### config.mk
export PLATFORM = sky130hd
export DESIGN_NAME = dram_ctl
export DESIGN_NICKNAME = d
export VERILOG_FILES = /design/src/hdl/dram_ctl.v
export VERILOG_INCLUDE_DIRS = /design/src /design/src/include
export SDC_FILE = /design/constraint.sdc
export NUM_CORES = 1
export LEC_CHECK = 0
export BUFFER_PORTS_ARGS = -buffer_cell sky130_fd_sc_hd__buf_2
export CORE_AREA = 2 2 101 103
export DETAILED_ROUTE_END_ITERATION = 10
export DIE_AREA = 0 0 103 105
export GPL_ROUTABILITY_DRIVEN = 1
export PLACE_DENSITY_LB_ADDON = 0.15
export SYNTH_ARGS = -nofsm -noshare
export SYNTH_HDL_FRONTEND = slang
export SYNTH_SLANG_ARGS = --single-unit
### constraint.sdc
create_clock -name sys_clk -period 5.6 [get_ports sys_clk]
set_input_delay 1.12 -clock sys_clk [delete_from_list [all_inputs] [get_ports sys_clk]]
set_output_delay 1.12 -clock sys_clk [all_outputs]
set_load 0.005 [all_outputs]
### src/include/dram_ctl_regs.vh
// Timing constants and encodings for the 4K x 1 dynamic RAM controller
`ifndef DRAM_CTL_REGS_VH
`define DRAM_CTL_REGS_VH

// ****************************************
// Clock
// ****************************************
`define CLK_PERIOD_NS      10

// ****************************************
// Strobe timing in ns (least times)
// ****************************************
`define T_CE_HIGH_NS       300
`define T_CE_LOW_NS        130
`define T_RMW_HIGH_NS      540
`define T_WRITE_SETUP_NS   240
`define T_ADDR_HOLD_NS     150
`define T_DATA_HOLD_NS     40
`define T_ACCESS_NS        280

// Cycle counts, least times rounded up
`define CYC(ns)            (((ns) + `CLK_PERIOD_NS - 1) / `CLK_PERIOD_NS)
`define CE_HIGH_CYC        `CYC(`T_CE_HIGH_NS)
`define CE_LOW_CYC         `CYC(`T_CE_LOW_NS)
`define RMW_HIGH_CYC       `CYC(`T_RMW_HIGH_NS)
`define WRITE_SETUP_CYC    `CYC(`T_WRITE_SETUP_NS)
`define ADDR_HOLD_CYC      `CYC(`T_ADDR_HOLD_NS)
`define DATA_HOLD_CYC      `CYC(`T_DATA_HOLD_NS)
`define ACCESS_CYC         `CYC(`T_ACCESS_NS)

// ****************************************
// Refresh
// ****************************************
`define REFRESH_ROWS       64
`define T_REFRESH_STEP_NS  31250
`define REFRESH_STEP_CYC   (`T_REFRESH_STEP_NS / `CLK_PERIOD_NS)

// ****************************************
// Command encodings
// ****************************************
`define OP_READ            2'd0
`define OP_WRITE           2'd1
`define OP_RMW             2'd2

`endif

### src/hdl/dram_ctl.v
// Host-side controller that runs access and refresh cycles on a 4K x 1 dynamic RAM
`timescale 1ns/100ps
`include "dram_ctl_regs.vh"

module dram_ctl #(
  parameter AW               = 12,
  parameter REFRESH_STEP_CYC = `REFRESH_STEP_CYC
) (
  input  wire          sys_clk,
  input  wire          resetn,
  input  wire          req_valid,
  output wire          req_ready,
  input  wire [1:0]    req_op,
  input  wire [AW-1:0] req_addr,
  input  wire          req_wdata,
  output reg           rsp_valid,
  output reg           rsp_rdata,
  input  wire          permanent_select,
  output reg           chip_enable,
  output reg           select_n,
  output reg [AW-1:0]  bit_address,
  output reg           read_write,
  output reg           write_bit_in,
  input  wire          data_out_n
);

  // ****************************************
  // States
  // ****************************************
  localparam [4:0] ST_IDLE  = 5'h01;
  localparam [4:0] ST_HIGH  = 5'h02;
  localparam [4:0] ST_HOLD  = 5'h04;
  localparam [4:0] ST_LOW   = 5'h08;
  localparam [4:0] ST_WAIT  = 5'h10;

  // Cycle counts worked out as integers, then cut to the counter width
  localparam integer HIGH_I = `CE_HIGH_CYC;
  localparam integer RMW_I  = `RMW_HIGH_CYC;
  localparam integer WSET_I = `WRITE_SETUP_CYC;
  localparam integer HOLD_I = `ADDR_HOLD_CYC;
  localparam integer LOW_I  = `CE_LOW_CYC;
  localparam integer ACC_I  = `ACCESS_CYC;

  localparam [9:0] HIGH_N   = HIGH_I[9:0];
  localparam [9:0] RMW_N    = RMW_I[9:0];
  localparam [9:0] WSET_N   = WSET_I[9:0];
  localparam [9:0] HOLD_N   = HOLD_I[9:0];
  localparam [9:0] LOW_N    = LOW_I[9:0];
  localparam [9:0] ACC_N    = ACC_I[9:0];

  reg [4:0]    state_q;
  reg [9:0]    cnt_q;
  reg [1:0]    op_q;
  reg          is_refresh_q;
  reg [5:0]    row_q;
  reg [6:0]    pend_q;
  reg [15:0]   tick_q;
  reg          dout_s1_q;
  reg          dout_s2_q;

  wire         refresh_due = (pend_q != 7'h00);
  wire         start       = (state_q == ST_IDLE) && (refresh_due || req_valid);
  wire [9:0]   high_len    = (op_q == `OP_RMW) ? RMW_N : HIGH_N;
  // Write point: write line falls so the write window ends with the strobe
  wire [9:0]   wr_point    = high_len - WSET_N;

  // User request taken only when no refresh is owed
  assign req_ready = (state_q == ST_IDLE) && !refresh_due;

  // ****************************************
  // Pin synchroniser for data-out
  // ****************************************
  always @(posedge sys_clk or negedge resetn) begin
    if (!resetn) begin
      dout_s1_q <= 1'b0;
      dout_s2_q <= 1'b0;
    end else begin
      dout_s1_q <= data_out_n;
      dout_s2_q <= dout_s1_q;
    end
  end

  // ****************************************
  // Refresh timer; owed rows counted so a long user burst cannot lose one
  // ****************************************
  always @(posedge sys_clk or negedge resetn) begin
    if (!resetn) begin
      tick_q <= 16'h0000;
      pend_q <= 7'h00;
    end else begin
      if (tick_q == REFRESH_STEP_CYC[15:0] - 16'h0001) begin
        tick_q <= 16'h0000;
      end else begin
        tick_q <= tick_q + 16'h0001;
      end
      // Neither wins: a new tick and a served row cancel out
      if ((tick_q == REFRESH_STEP_CYC[15:0] - 16'h0001) && !(start && refresh_due)) begin
        pend_q <= pend_q + 7'h01;
      end else if (!(tick_q == REFRESH_STEP_CYC[15:0] - 16'h0001) && start && refresh_due) begin
        pend_q <= pend_q - 7'h01;
      end
    end
  end

  // ****************************************
  // Cycle sequencer
  // ****************************************
  always @(posedge sys_clk or negedge resetn) begin
    if (!resetn) begin
      state_q      <= ST_IDLE;
      cnt_q        <= 10'h000;
      op_q         <= `OP_READ;
      is_refresh_q <= 1'b0;
      row_q        <= 6'h00;
      chip_enable  <= 1'b0;
      select_n     <= 1'b1;
      bit_address  <= {AW{1'b0}};
      read_write   <= 1'b1;
      write_bit_in <= 1'b0;
      rsp_valid    <= 1'b0;
      rsp_rdata    <= 1'b0;
    end else begin
      rsp_valid <= 1'b0;
      case (state_q)
        ST_IDLE: begin
          select_n <= !permanent_select;
          if (refresh_due) begin
            // Refresh is a read on the next row; high bits left as is
            bit_address[5:0] <= row_q;
            row_q            <= row_q + 6'h01;
            read_write       <= 1'b1;
            select_n         <= 1'b1;
            op_q             <= `OP_READ;
            is_refresh_q     <= 1'b1;
            chip_enable      <= 1'b1;
            cnt_q            <= 10'h000;
            state_q          <= ST_HIGH;
          end else if (req_valid) begin
            bit_address  <= req_addr;
            write_bit_in <= req_wdata;
            op_q         <= req_op;
            read_write   <= (req_op != `OP_WRITE);
            select_n     <= 1'b0;
            is_refresh_q <= 1'b0;
            chip_enable  <= 1'b1;
            cnt_q        <= 10'h000;
            state_q      <= ST_HIGH;
          end
        end
        ST_HIGH: begin
          // Full length always, refresh included; nothing cuts it short
          cnt_q <= cnt_q + 10'h001;
          if (op_q == `OP_RMW && cnt_q == wr_point) begin
            read_write <= 1'b0;
          end
          // Read half of a read-modify-write, past access time, before the write lands
          if (op_q == `OP_RMW && cnt_q == ACC_N + 10'h002) begin
            rsp_rdata <= !dout_s2_q;
          end
          if (cnt_q == high_len - 10'h001) begin
            chip_enable <= 1'b0;
            cnt_q       <= 10'h000;
            state_q     <= ST_HOLD;
          end
        end
        ST_HOLD: begin
          // Address, select, data and write line held past strobe fall
          cnt_q <= cnt_q + 10'h001;
          // Plain read: synchroniser lag puts the sample here, data still from before the fall
          if (!is_refresh_q && op_q != `OP_WRITE && op_q != `OP_RMW && cnt_q == 10'h000) begin
            rsp_rdata <= !dout_s2_q;
          end
          if (cnt_q == HOLD_N - 10'h001) begin
            read_write <= 1'b1;
            select_n   <= !permanent_select;
            rsp_valid  <= !is_refresh_q;
            cnt_q      <= HOLD_N;
            state_q    <= ST_WAIT;
          end
        end
        ST_WAIT: begin
          // Remaining precharge time before the next strobe
          cnt_q <= cnt_q + 10'h001;
          if (cnt_q >= LOW_N - 10'h001) begin
            state_q <= ST_IDLE;
          end
        end
        default: begin
          state_q     <= ST_IDLE;
          chip_enable <= 1'b0;
        end
      endcase
    end
  end

endmodule // dram_ctl

* Word level (Yosys, flattened, before mapping)
Index checks and enable logic that the tools add are counted.
** Operators by class
- Muxes and demuxes :: 39
- Reduce and logical (&&, ||, !) cells :: 36
- Equality and inequality tests :: 20
- Bitwise logic cells :: 2
- Add/subtract/negate cells :: 7
- $lt $le $gt $ge :: 1
** Operators by type and width (count)
- 10-bit 2-to-1 mux :: 4
- 10-bit case mux with 4 select lines :: 1
- 5-bit 2-to-1 mux :: 5
- 10-bit equality test :: 2
- 5-bit case mux with 4 select lines :: 1
- 6-bit 2-to-1 mux :: 3
- 16-bit by 1-bit adder with 16-bit output, second input constant :: 1
- 16-bit by 12-bit equality test with 1-bit output, second input constant :: 1
- 1-bit 2-to-1 mux :: 16
- 16-bit 2-to-1 mux :: 1
- 7-bit 2-to-1 mux :: 2
- 2-bit inequality test, second input constant :: 7
- 1-bit logical AND :: 11
- 10-bit by 1-bit adder with 10-bit output, second input constant :: 1
- 10-bit by 4-bit equality test with 1-bit output, second input constant :: 1
- 10-bit by 5-bit equality test with 1-bit output, second input constant :: 1
- 10-bit by 4-bit >= comparator with 1-bit output, second input constant :: 1
- 10-bit logical NOT :: 1
- 3-bit AND reduction :: 3
- 2-bit AND reduction :: 4
- 4-bit AND reduction :: 2
- 2-bit nonzero test :: 4
- 7-bit by 1-bit adder with 7-bit output, second input constant :: 1
- 7-bit nonzero test :: 1
- 20 further kinds :: 30
** Storage, ports and cells
- Flip-flop bits (word level) :: 67
- Input bits :: 20

* Longest topological paths before layout
Gate-level depths: netlist (run 1).
- Depth after elaboration :: 7
- Depth in mapped cells :: 12
- Depth with buffers taken out :: 11

* Least setup slack after synthesis (run 1)
Ideal clock, no wire load.
- Path kind :: reg-to-reg
- Start point :: reg tick_q[0]
- End point :: reg pend_q[6]
- Arrival time :: 3.052 ns
- Buffers on the path :: 1
- Required time :: 5.521 ns
- Setup time :: 0.079 ns
- Setup slack :: 2.469 ns
- Cell stages (with the launch flop) :: 13
- Path through :: dfrtp_1 inv_1 ha_1 or3b_2 nor4_4 buf_4 o21ai_1 fa_1 a211oi_1 o21ai_0 a21oi_1 mux2i_1 xor2_1
** Between the ends
- Cells in the longest elaborated chain, start to end :: 5
** Ends and longest elaborated chain
- from (decl) :: line dram_ctl.v:57 : reg [15:0] tick_q;
- from (signal assigned) :: line dram_ctl.v:94 : tick_q <= tick_q + 16'h0001;
- 16-bit by 12-bit equality test with 1-bit output (*) :: line dram_ctl.v:97, dram_ctl.v:99
- 1-bit logical NOT :: line dram_ctl.v:99 : end else if (!(tick_q == REFRESH_STEP_CYC[15:0] - 16'h0001) && start && refresh_due) begin
- 1-bit logical AND (2 in series) :: line dram_ctl.v:99
- 2-bit nonzero test (no line)
- to (signal assigned) :: line dram_ctl.v:98 : pend_q <= pend_q + 7'h01;
- to (signal assigned) :: line dram_ctl.v:100 : pend_q <= pend_q - 7'h01;
- to (decl) :: line dram_ctl.v:56 : reg [6:0] pend_q;
Every way passes the cells marked *; elsewhere a longest branch is shown, timed or not.
A chain may end at the register's enable or synchronous reset.

* Worst setup path in the final report (run 1)
Ends and elaborated chain as after synthesis.

==> results of run 1 <==
## flip-flops by register name, summed over array words and instances, names as in the netlist
register,flops
chip_enable,1
dout_s1_q,1
pend_q,7
is_refresh_q,1
read_write,1
dout_s2_q,1
row_q,6
write_bit_in,1
rsp_valid,1
bit_address,12
op_q,2
tick_q,16
cnt_q,10
rsp_rdata,1
select_n,1
state_q,4
## worst max-delay path: cells and delay by family, from the launching register on
family | cells | cell delay, ns
flops | 1 | 0.43
fa+ha+maj | 2 | 0.69
compound gates | 4 | 0.96
simple gates | 2 | 1.05
buf+inv | 1 | 0.09
mux | 1 | 0.23
xor+xnor | 1 | 0.15
## metrics by stage
stage,total power [mW],area [µm²]
CTS,1.43,3960
global placement,1.00,3750
global route,1.50,3960
detailed placement,1.01,3750
finish,1.41,3960
floorplan,0.876,3440
## cell usage in the layout, fill, tap and decap left out, types with 6 or more instances in the layout
cell type and instances:
a21oi_1 10, a31oi_1 6, buf_2 38, clkbuf_8 10, dfrtp_1 63, ha_1 13
inv_1 10, mux2_2 10, nand2_1 33, nand3_1 10, nand4_1 10, nor2_1 31
o21ai_0 10, xnor2_1 14, xor2_1 18
## synth_stat cells (all sizes together) (2+ instances only)
master / instances / area, µm²
a31oi: 7 / 43.8
dfstp: 3 / 78.8
nand2: 33 / 124
o2111ai: 2 / 17.5
nand3: 10 / 50.1
nor2: 32 / 123
nor4: 5 / 52.6
mux2i: 2 / 20.0
mux2: 12 / 143
or4b: 2 / 20.0
and2: 6 / 37.5
nand2b: 4 / 25.0
nand4: 10 / 62.6
nor4b: 4 / 41.3
or4: 2 / 18.8
a211oi: 2 / 15.0
xnor2: 14 / 123
o21ai: 12 / 60.1
nor2b: 4 / 25.0
a21o: 4 / 30.0
clkbuf: 6 / 22.5
ha: 13 / 163
dfrtp: 63 / 1580
and3: 5 / 31.3
a22o: 4 / 35.0
buf: 6 / 38.8
a21oi: 11 / 66.3
nor3: 2 / 10.0
inv: 10 / 37.5
xor2: 19 / 185
## power groups by stage
stage,clock [mW],sequential [mW],combinational (mW)
global route,0.448,0.641,0.407
floorplan,0,0.627,0.249
finish,0.414,0.629,0.366
global placement,0,0.633,0.371
CTS,0.425,0.629,0.374
detailed placement,0,0.637,0.372
## final timing paths
| path | startpoint | end | depth (start not counted) |
|---|---|---|---|
| setup / recovery | tick_q[0] | pend_q[6] | 11 |
| hold / removal | dout_s1_q | dout_s2_q | 0 |
| setup reg to reg | tick_q[0] | pend_q[6] | 11 |
| hold reg to reg | dout_s1_q | dout_s2_q | 0 |
| max in group asynchronous | resetn | pend_q[6] | 2 |
| min in group asynchronous | resetn | cnt_q[0] | 2 |
## cell families (layout without fill, tap and decap cells)
group | Yosys count | count (layout) | share of synthesized area (%)
XOR/XNOR | 33 | 33 | 8.95
adder cells (fa/ha/maj) | 14 | 14 | 5.31
buffers and inverters | 22 | 66 | 2.87
flip-flops | 66 | 66 | 48.1
multiplexers | 14 | 14 | 4.73
AND/OR/NAND/NOR | 125 | 125 | 19.5
AO/OA/AOI/OAI | 53 | 53 | 10.4
## cell type report
type	instances	area, µm²
Fill cell	989	5680
Clock buffer	10	138
Multi-Input combinational cell	239	1690
Tap cell	133	166
Timing Repair Buffer	40	205
Clock inverter	6	66.3
Inverter	10	37.5
Sequential cell	66	1660
## layer usage
layer / global-route usage (%) / part of all wire, % / wire length [µm] / up-vias
met5: 0 / 0 / 0 / -
met4: 5.36 / 1.5 / 106 / 0
met3: 2.54 / 3.2 / 232 / 12
met2: 20.4 / 45 / 3250 / 31
met1: 20.8 / 50 / 3610 / 1189
li1: - / - / - / 1233
==> impl_metrics.ini, run 1 <==
[power_and_ir_drop]
pwr-share-seq_pct = 44.6
powerDensity_nw_per_um2 = 356
ir_drop_mv = 0.109
intPower_mw = 0.956
p_leak_nw = 1.86
clkPwrFrac_pct = 29.4
switching_share_pct = 32.2
p_sw_mw = 0.453
p_comb_share_pct = 26.0

[place]
place_ws_ns = 1.86
dp_cells = 488
port-buffer-count = 38
dp_hpwl_mm = 5.15
routabilityCongestion = 0.790

[clock_tree]
cts_resized = 0
post_cts_buffers = 0
numClockSinks = 66
cts_buffer_depth = 2
clk_pin_slew_ns = 0.08
cts_hold_buf = 0
clk_latency_ns = 0.34
cts_root_buf = clkbuf_8
numCtsBuffers = 9
cts_tree = built
htree_levels = 3

[floorplanning]
pin_count = 39
die_area_um2 = 10800
start_util_pct = 35.7
die_w_um = 103
core_area_um2 = 9640
die_y_um = 105
std_cell_rows = 36

[logic_synthesis]
ys.warnings.count = 0
synth_flop_cell = dfrtp_1
netlist_area_um2 = 3440
syn-mean-instance-area_um2 = 10.5
seq_area_frac_synth_pct = 48.1
synth_seq_cells = 66
synth_nets = 361
synth-edff-count = 0
ys_async_sr_fraction_pct = 100
ys_types = 60
syn-instance-count = 327

[critical_path]
slowest_delay_ns = 0.58
slowest_stage = nor4_4
required_ns = 5.87
end_kind = flip-flop
crit_fanout = 11
cp_cell_sequence = inv_1 > ha_1 > or3b_2 > nor4_4 > o21ai_1 > fa_1 > a211oi_1 > o21ai_0 > a21oi_1 > mux2i_1 > xor2_1
worst_ep_arrival_time_ns = 3.96
cp-start-kind = flip-flop
reg2reg_slack_ns = 1.91
path_class = reg2reg

[global_route]
grtUsageTotal_pct = 14.1
grt_max_degree = 67
grt_pass1_vias = 2404
grt_pass1_wl_mm = 12.0
antenna_found_initial = 0
grt_overflow = 0

[sta]
rsz0062_at_grt = no
hold_violations = 0
setup_violations = 0
min_period_over_period_pct = 65.9
clock_skew_ns = 0.0100
hold_ws_ns = 0.356
setup_tns_ns = 0
setup_slack_ns = 1.91
drv_slew = 0
fmaxAchievable_ghz = 0.271
worst_slew_pin_slew_ns = 0.991
layout_min_cycle_time_ns = 3.69
relSlewSlack_pct = 33.7

[drt]
drtIter0Drc = 104
vias_per_cell = 4.89
vias = 2465
final_antenna_net_count = 0
drc = 0
wire_per_inst_um = 14.3
drt_first_pass_iters = 4
routed_wl_mm = 7.20

[run]
max-cap-violations = 0

[cells_and_area]
final_util_pct = 41.1
drive_gt1_share_pct = 21.6
nets = 400
final-instance-count-excl-fill = 504
area_growth_pct = 15.1
diodes = 0

[status]
status = completed

[worst_hold_path]
hold_class = reg2reg
No activity file was read; power rests on OpenSTA's default activity.
==> run 2: changes to the inputs <==
clock period = 3.5 ns   (was 5.6 ns; I/O delays follow)
==> run 2 against run 1 <==
Core utilization is 0.35 points higher. Critical endpoint unchanged. Final cell count grew 1.4%. Clock skew is essentially flat. Count of clock-buffer cells in the layout did not move. First-iteration DRC count down 44%. Total power increased by 58%. Largest cell class unchanged.
==> impl_metrics.ini, run 2 (synthesis gave the netlist of run 1 again) <==
[status]
status = completed

[power_and_ir_drop]
p_leak_nw = 1.89
ir_drop_mv = 0.175
powerDensity_nw_per_um2 = 559
power_mw = 2.23

[critical_path]
slowest_delay_ns = 0.52
cp-start-kind = flip-flop
cp_cell_sequence = inv_1 > ha_1 > or3b_2 > nor4_4 > o21ai_1 > fa_1 > a211oi_1 > o21ai_0 > a21oi_1 > mux2i_1 > xor2_1
crit_fanout = 8
cp.buffers_inverters = 1
worst_ep_arrival_time_ns = 3.40
required_ns = 3.76
end_kind = flip-flop
crit_family = compound AO/OA/AOI/OAI gates
cp-startpoint = tick_q[0]
timing.rr.start = tick_q[0]
slowest_stage = fa_1
path_class = reg2reg

[sta]
relSlewSlack_pct = 52.0
rsz0062_at_grt = no
fmaxAchievable_ghz = 0.319
layout_min_cycle_time_ns = 3.14
clock_skew_ns = 0.0104
drv_slew = 0
hold_ws_ns = 0.340
worst_slew_pin_slew_ns = 0.715
hold_violations = 0
setup_tns_ns = 0
setup_violations = 0
min_period_over_period_pct = 89.6

[clock_tree]
clk_latency_ns = 0.34
post_cts_buffers = 0
clk_pin_slew_ns = 0.08
cts_tree = built
cts_resized = 0
numCtsBuffers = 9
htree_levels = 3
cts_root_buf = clkbuf_8
cts_buffer_depth = 2
numClockSinks = 66
cts_hold_buf = 0

[cells_and_area]
final-instance-count-excl-fill = 511
n_fill_cell = 973
drive_gt1_share_pct = 22.8
largest_reg_flops = 16
final_common_cell = dfrtp_1
reg_top3 = tick_q x16, bit_address x12, cnt_q x10
diodes = 0
area_growth_pct = 16.1
layout_common_cells = dfrtp_1, buf_2, nand2_1, nor2_1, xor2_1
top_register = tick_q
multiInputGateArea_um2 = 1690
seqCellArea_um2 = 1660
nets = 407
final_util_pct = 41.4

[floorplanning]
start_util_pct = 35.7
die_y_um = 105
pin_count = 39
std_cell_rows = 36
die_w_um = 103
core_area_um2 = 9640
die_area_um2 = 10800

[place]
dp_hpwl_mm = 5.37
routabilityCongestion = 0.762
dp_cells = 495
port-buffer-count = 38

[drt]
vias = 2490
routed_wl_mm = 7.34
final_antenna_net_count = 0
vias_per_cell = 4.87
drt_first_pass_iters = 5
wire_per_inst_um = 14.4
drtIter0Drc = 58
drc = 0

[global_route]
grtUsageTotal_pct = 14.6
grt_overflow = 0
grt_pass1_wl_mm = 12.3
grt_max_degree = 26
antenna_found_initial = 0
grt_pass1_vias = 2448

[run]
max-cap-violations = 0

[worst_hold_path]
hold_class = in2async
## run 2: cell count changes in the layout (fill, tap and decap cells not counted), sizes merged
cell,before,now
clkinv,2,4
buf,40,47
clkinvlp,3,1
## run 2: final timing paths
kind,to,slack (ns),cells past startpoint
setup / recovery,pend_q[6],0.36,11
hold / removal,cnt_q[1],0.34,1
setup reg to reg,pend_q[6],0.36,11
hold reg to reg,dout_s2_q,0.35,0
max in group asynchronous,select_n,2.37,2
min in group sys_clk,dout_s2_q,0.35,0
## run 2: stage by stage
stage | worst slack [ns] | instance area, µm²
2_1_floorplan | 0.369 | 3440
3_3_place_gp | 0.432 | 3810
3_5_place_dp | 0.394 | 3810
4_1_cts | 0.359 | 3990
5_1_grt | 0.143 | 3990
6_report | 0.363 | 3990
## run 2: cell type report
class | instances | area share, %
sequential | 66 | 41.5
timing repair buffer | 47 | 6.46
inverter | 10 | 0.940
tap | 133 | 4.17
clock inverter | 6 | 1.44
multi-input combinational | 239 | 42.3
clock buffer | 10 | 3.20
## run 2: power breakdown
group	internal, mW	switching (mW)
Clock	0.324	0.299
Combinational	0.294	0.312
Sequential	0.904	0.0985
## run 2: worst register-to-register path, delay by kind of cell, from the launching register on
kind	cells	cell delay [ns]
and+or+nand+nor	2	0.65
AOI/OAI and AO/OA	4	0.83
muxes	1	0.23
buffers and inverters	1	0.10
adders and majority gates	2	0.67
DFF	1	0.42
xor gates and xnor gates	1	0.15
## run 2: layer usage
| layer | vias to the layer above | global-route usage (%) | wire length [µm] |
|---|---|---|---|
| li1 | 1244 | - | - |
| met1 | 1201 | 20.9 | 3580 |
| met2 | 35 | 22.0 | 3400 |
| met3 | 10 | 3.55 | 259 |
| met4 | 0 | 4.23 | 103 |
| met5 | - | 0 | 0 |
==> run 3: changes to the inputs <==
clock period = 3.6 ns   (was 3.5 ns; I/O delays follow)
==> run 3 against run 2 <==
Maximum frequency is 4.8% lower. Critical path type unchanged. Critical endpoint is now pend_q[5]. Global-route usage is 0.10 points lower. Via count decreased by 2.4%.
==> impl_metrics.ini, run 3 (synthesis gave the netlist of run 1 again) <==
[floorplanning]
core_area_um2 = 9640
start_util_pct = 35.7
std_cell_rows = 36
die_y_um = 105
die_w_um = 103
pin_count = 39
die_area_um2 = 10800

[clock_tree]
clk_pin_slew_ns = 0.08
cts_hold_buf = 0
cts_root_buf = clkbuf_8
numClockSinks = 66
cts_tree = built
post_cts_buffers = 0
cts_buffer_depth = 2
htree_levels = 3
numCtsBuffers = 9
cts_resized = 0
clk_latency_ns = 0.34

[drt]
drc = 0
drt_first_pass_iters = 4
wire_per_inst_um = 14.2
vias_per_cell = 4.79
final_antenna_net_count = 0
routed_wl_mm = 7.22
drtIter0Drc = 107
vias = 2431

[cells_and_area]
final_util_pct = 41.9
reg_top3 = tick_q x16, bit_address x12, cnt_q x10
drive_gt1_share_pct = 22.1
seqCellArea_um2 = 1660
multiInputGateArea_um2 = 1690
layout_common_cells = dfrtp_1, buf_2, nand2_1, nor2_1, xor2_1
diodes = 0
final_common_cell = dfrtp_1
top_register = tick_q
nets = 404
final-instance-count-excl-fill = 508
largest_reg_flops = 16
area_growth_pct = 17.5
n_fill_cell = 958

[run]
max-cap-violations = 0

[critical_path]
cp_cell_sequence = or4b_1 > o21ai_1 > ha_1 > a21o_1 > a311oi_1 > o21ai_0 > xor2_1 > mux2_4
worst-r2r-cell-count = 8
path_class = reg2reg
critical_path_depth = 8
cp.buffers_inverters = 0
crit_fanout = 8
end_kind = flip-flop
crit_family = compound AO/OA/AOI/OAI gates
cp-start-kind = flip-flop
required_ns = 3.83
slowest_stage = or4b_1
slowest_delay_ns = 0.62
worst_ep_arrival_time_ns = 3.52

[status]
status = completed

[global_route]
grt_overflow = 0
grtUsageTotal_pct = 14.5
antenna_found_initial = 0
grt_max_degree = 67
grt_pass1_vias = 2351
grt_pass1_wl_mm = 12.1

[sta]
rsz0062_at_grt = no
relSlewSlack_pct = 52.8
fmaxAchievable_ghz = 0.304
hold_ws_ns = 0.352
min_period_over_period_pct = 91.5
setup_tns_ns = 0
drv_slew = 0
clock_skew_ns = 0.00862
hold_violations = 0
setup_violations = 0
layout_min_cycle_time_ns = 3.29
worst_slew_pin_slew_ns = 0.706

[place]
dp_cells = 492
dp_hpwl_mm = 5.15
port-buffer-count = 38
routabilityCongestion = 0.758

[worst_hold_path]
hold_class = reg2reg
hold_depth = 0

[power_and_ir_drop]
p_leak_nw = 1.90
powerDensity_nw_per_um2 = 573
power_mw = 2.32
ir_drop_mv = 0.182
run 3: cell count changes in the layout (fill, tap and decap cells not counted), sizes merged:
| cell | delta |
|---|---|
| buf | -3 |
| clkinv | -2 |
| bufinv | +2 |
run 3: path summary, 6_finish.rpt:
| check | start | end | slack [ns] |
|---|---|---|---|
| worst max-delay path | state_q[0] | pend_q[5] | 0.31 |
| worst min-delay path | dout_s1_q | dout_s2_q | 0.35 |
| worst max register to register | state_q[0] | pend_q[5] | 0.31 |
| worst min register to register | dout_s1_q | dout_s2_q | 0.35 |
| max in group asynchronous | resetn | select_n | 2.88 |
| min in group asynchronous | resetn | cnt_q[0] | 0.37 |
run 3: cell type report:
class | instances | area share [%]
timing repair buffer | 44 | 6.13
inverter | 10 | 0.929
clock buffer | 10 | 3.16
sequential | 66 | 41.0
multi-input combinational | 239 | 41.8
tap | 133 | 4.12
clock inverter | 6 | 2.85
run 3: per-layer routing:
layer  GRT usage, %  vias to the layer above  share of wire, %
met2           20.8                       22                44
met5              0                        -                 0
met1           21.4                     1170                52
li1               -                     1231                 -
met4           3.76                        0               1.0
met3           4.28                        8               2.8
run 3: where the power goes:
group / internal [mW] / switching [mW]
logic: 0.276 / 0.305
clock network: 0.463 / 0.300
registers: 0.878 / 0.0942
run 3: stage by stage:
step	instance area, µm²	setup slack [ns]
2_1_floorplan	3440	0.469
3_3_place_gp	3800	0.397
3_5_place_dp	3800	0.343
4_1_cts	4040	0.335
5_1_grt	4040	0.150
6_report	4040	0.305
run 3: worst reg2reg max path, delay by kind of cell (launching register included):
kind                     cells  cell delay, ns
XOR/XNOR                     1            0.15
flip-flops                   1            0.58
multiplexers                 1            0.26
adder cells (fa/ha/maj)      1            0.36
AND/OR/NAND/NOR              1            0.62
AO/OA/AOI/OAI                4            1.22
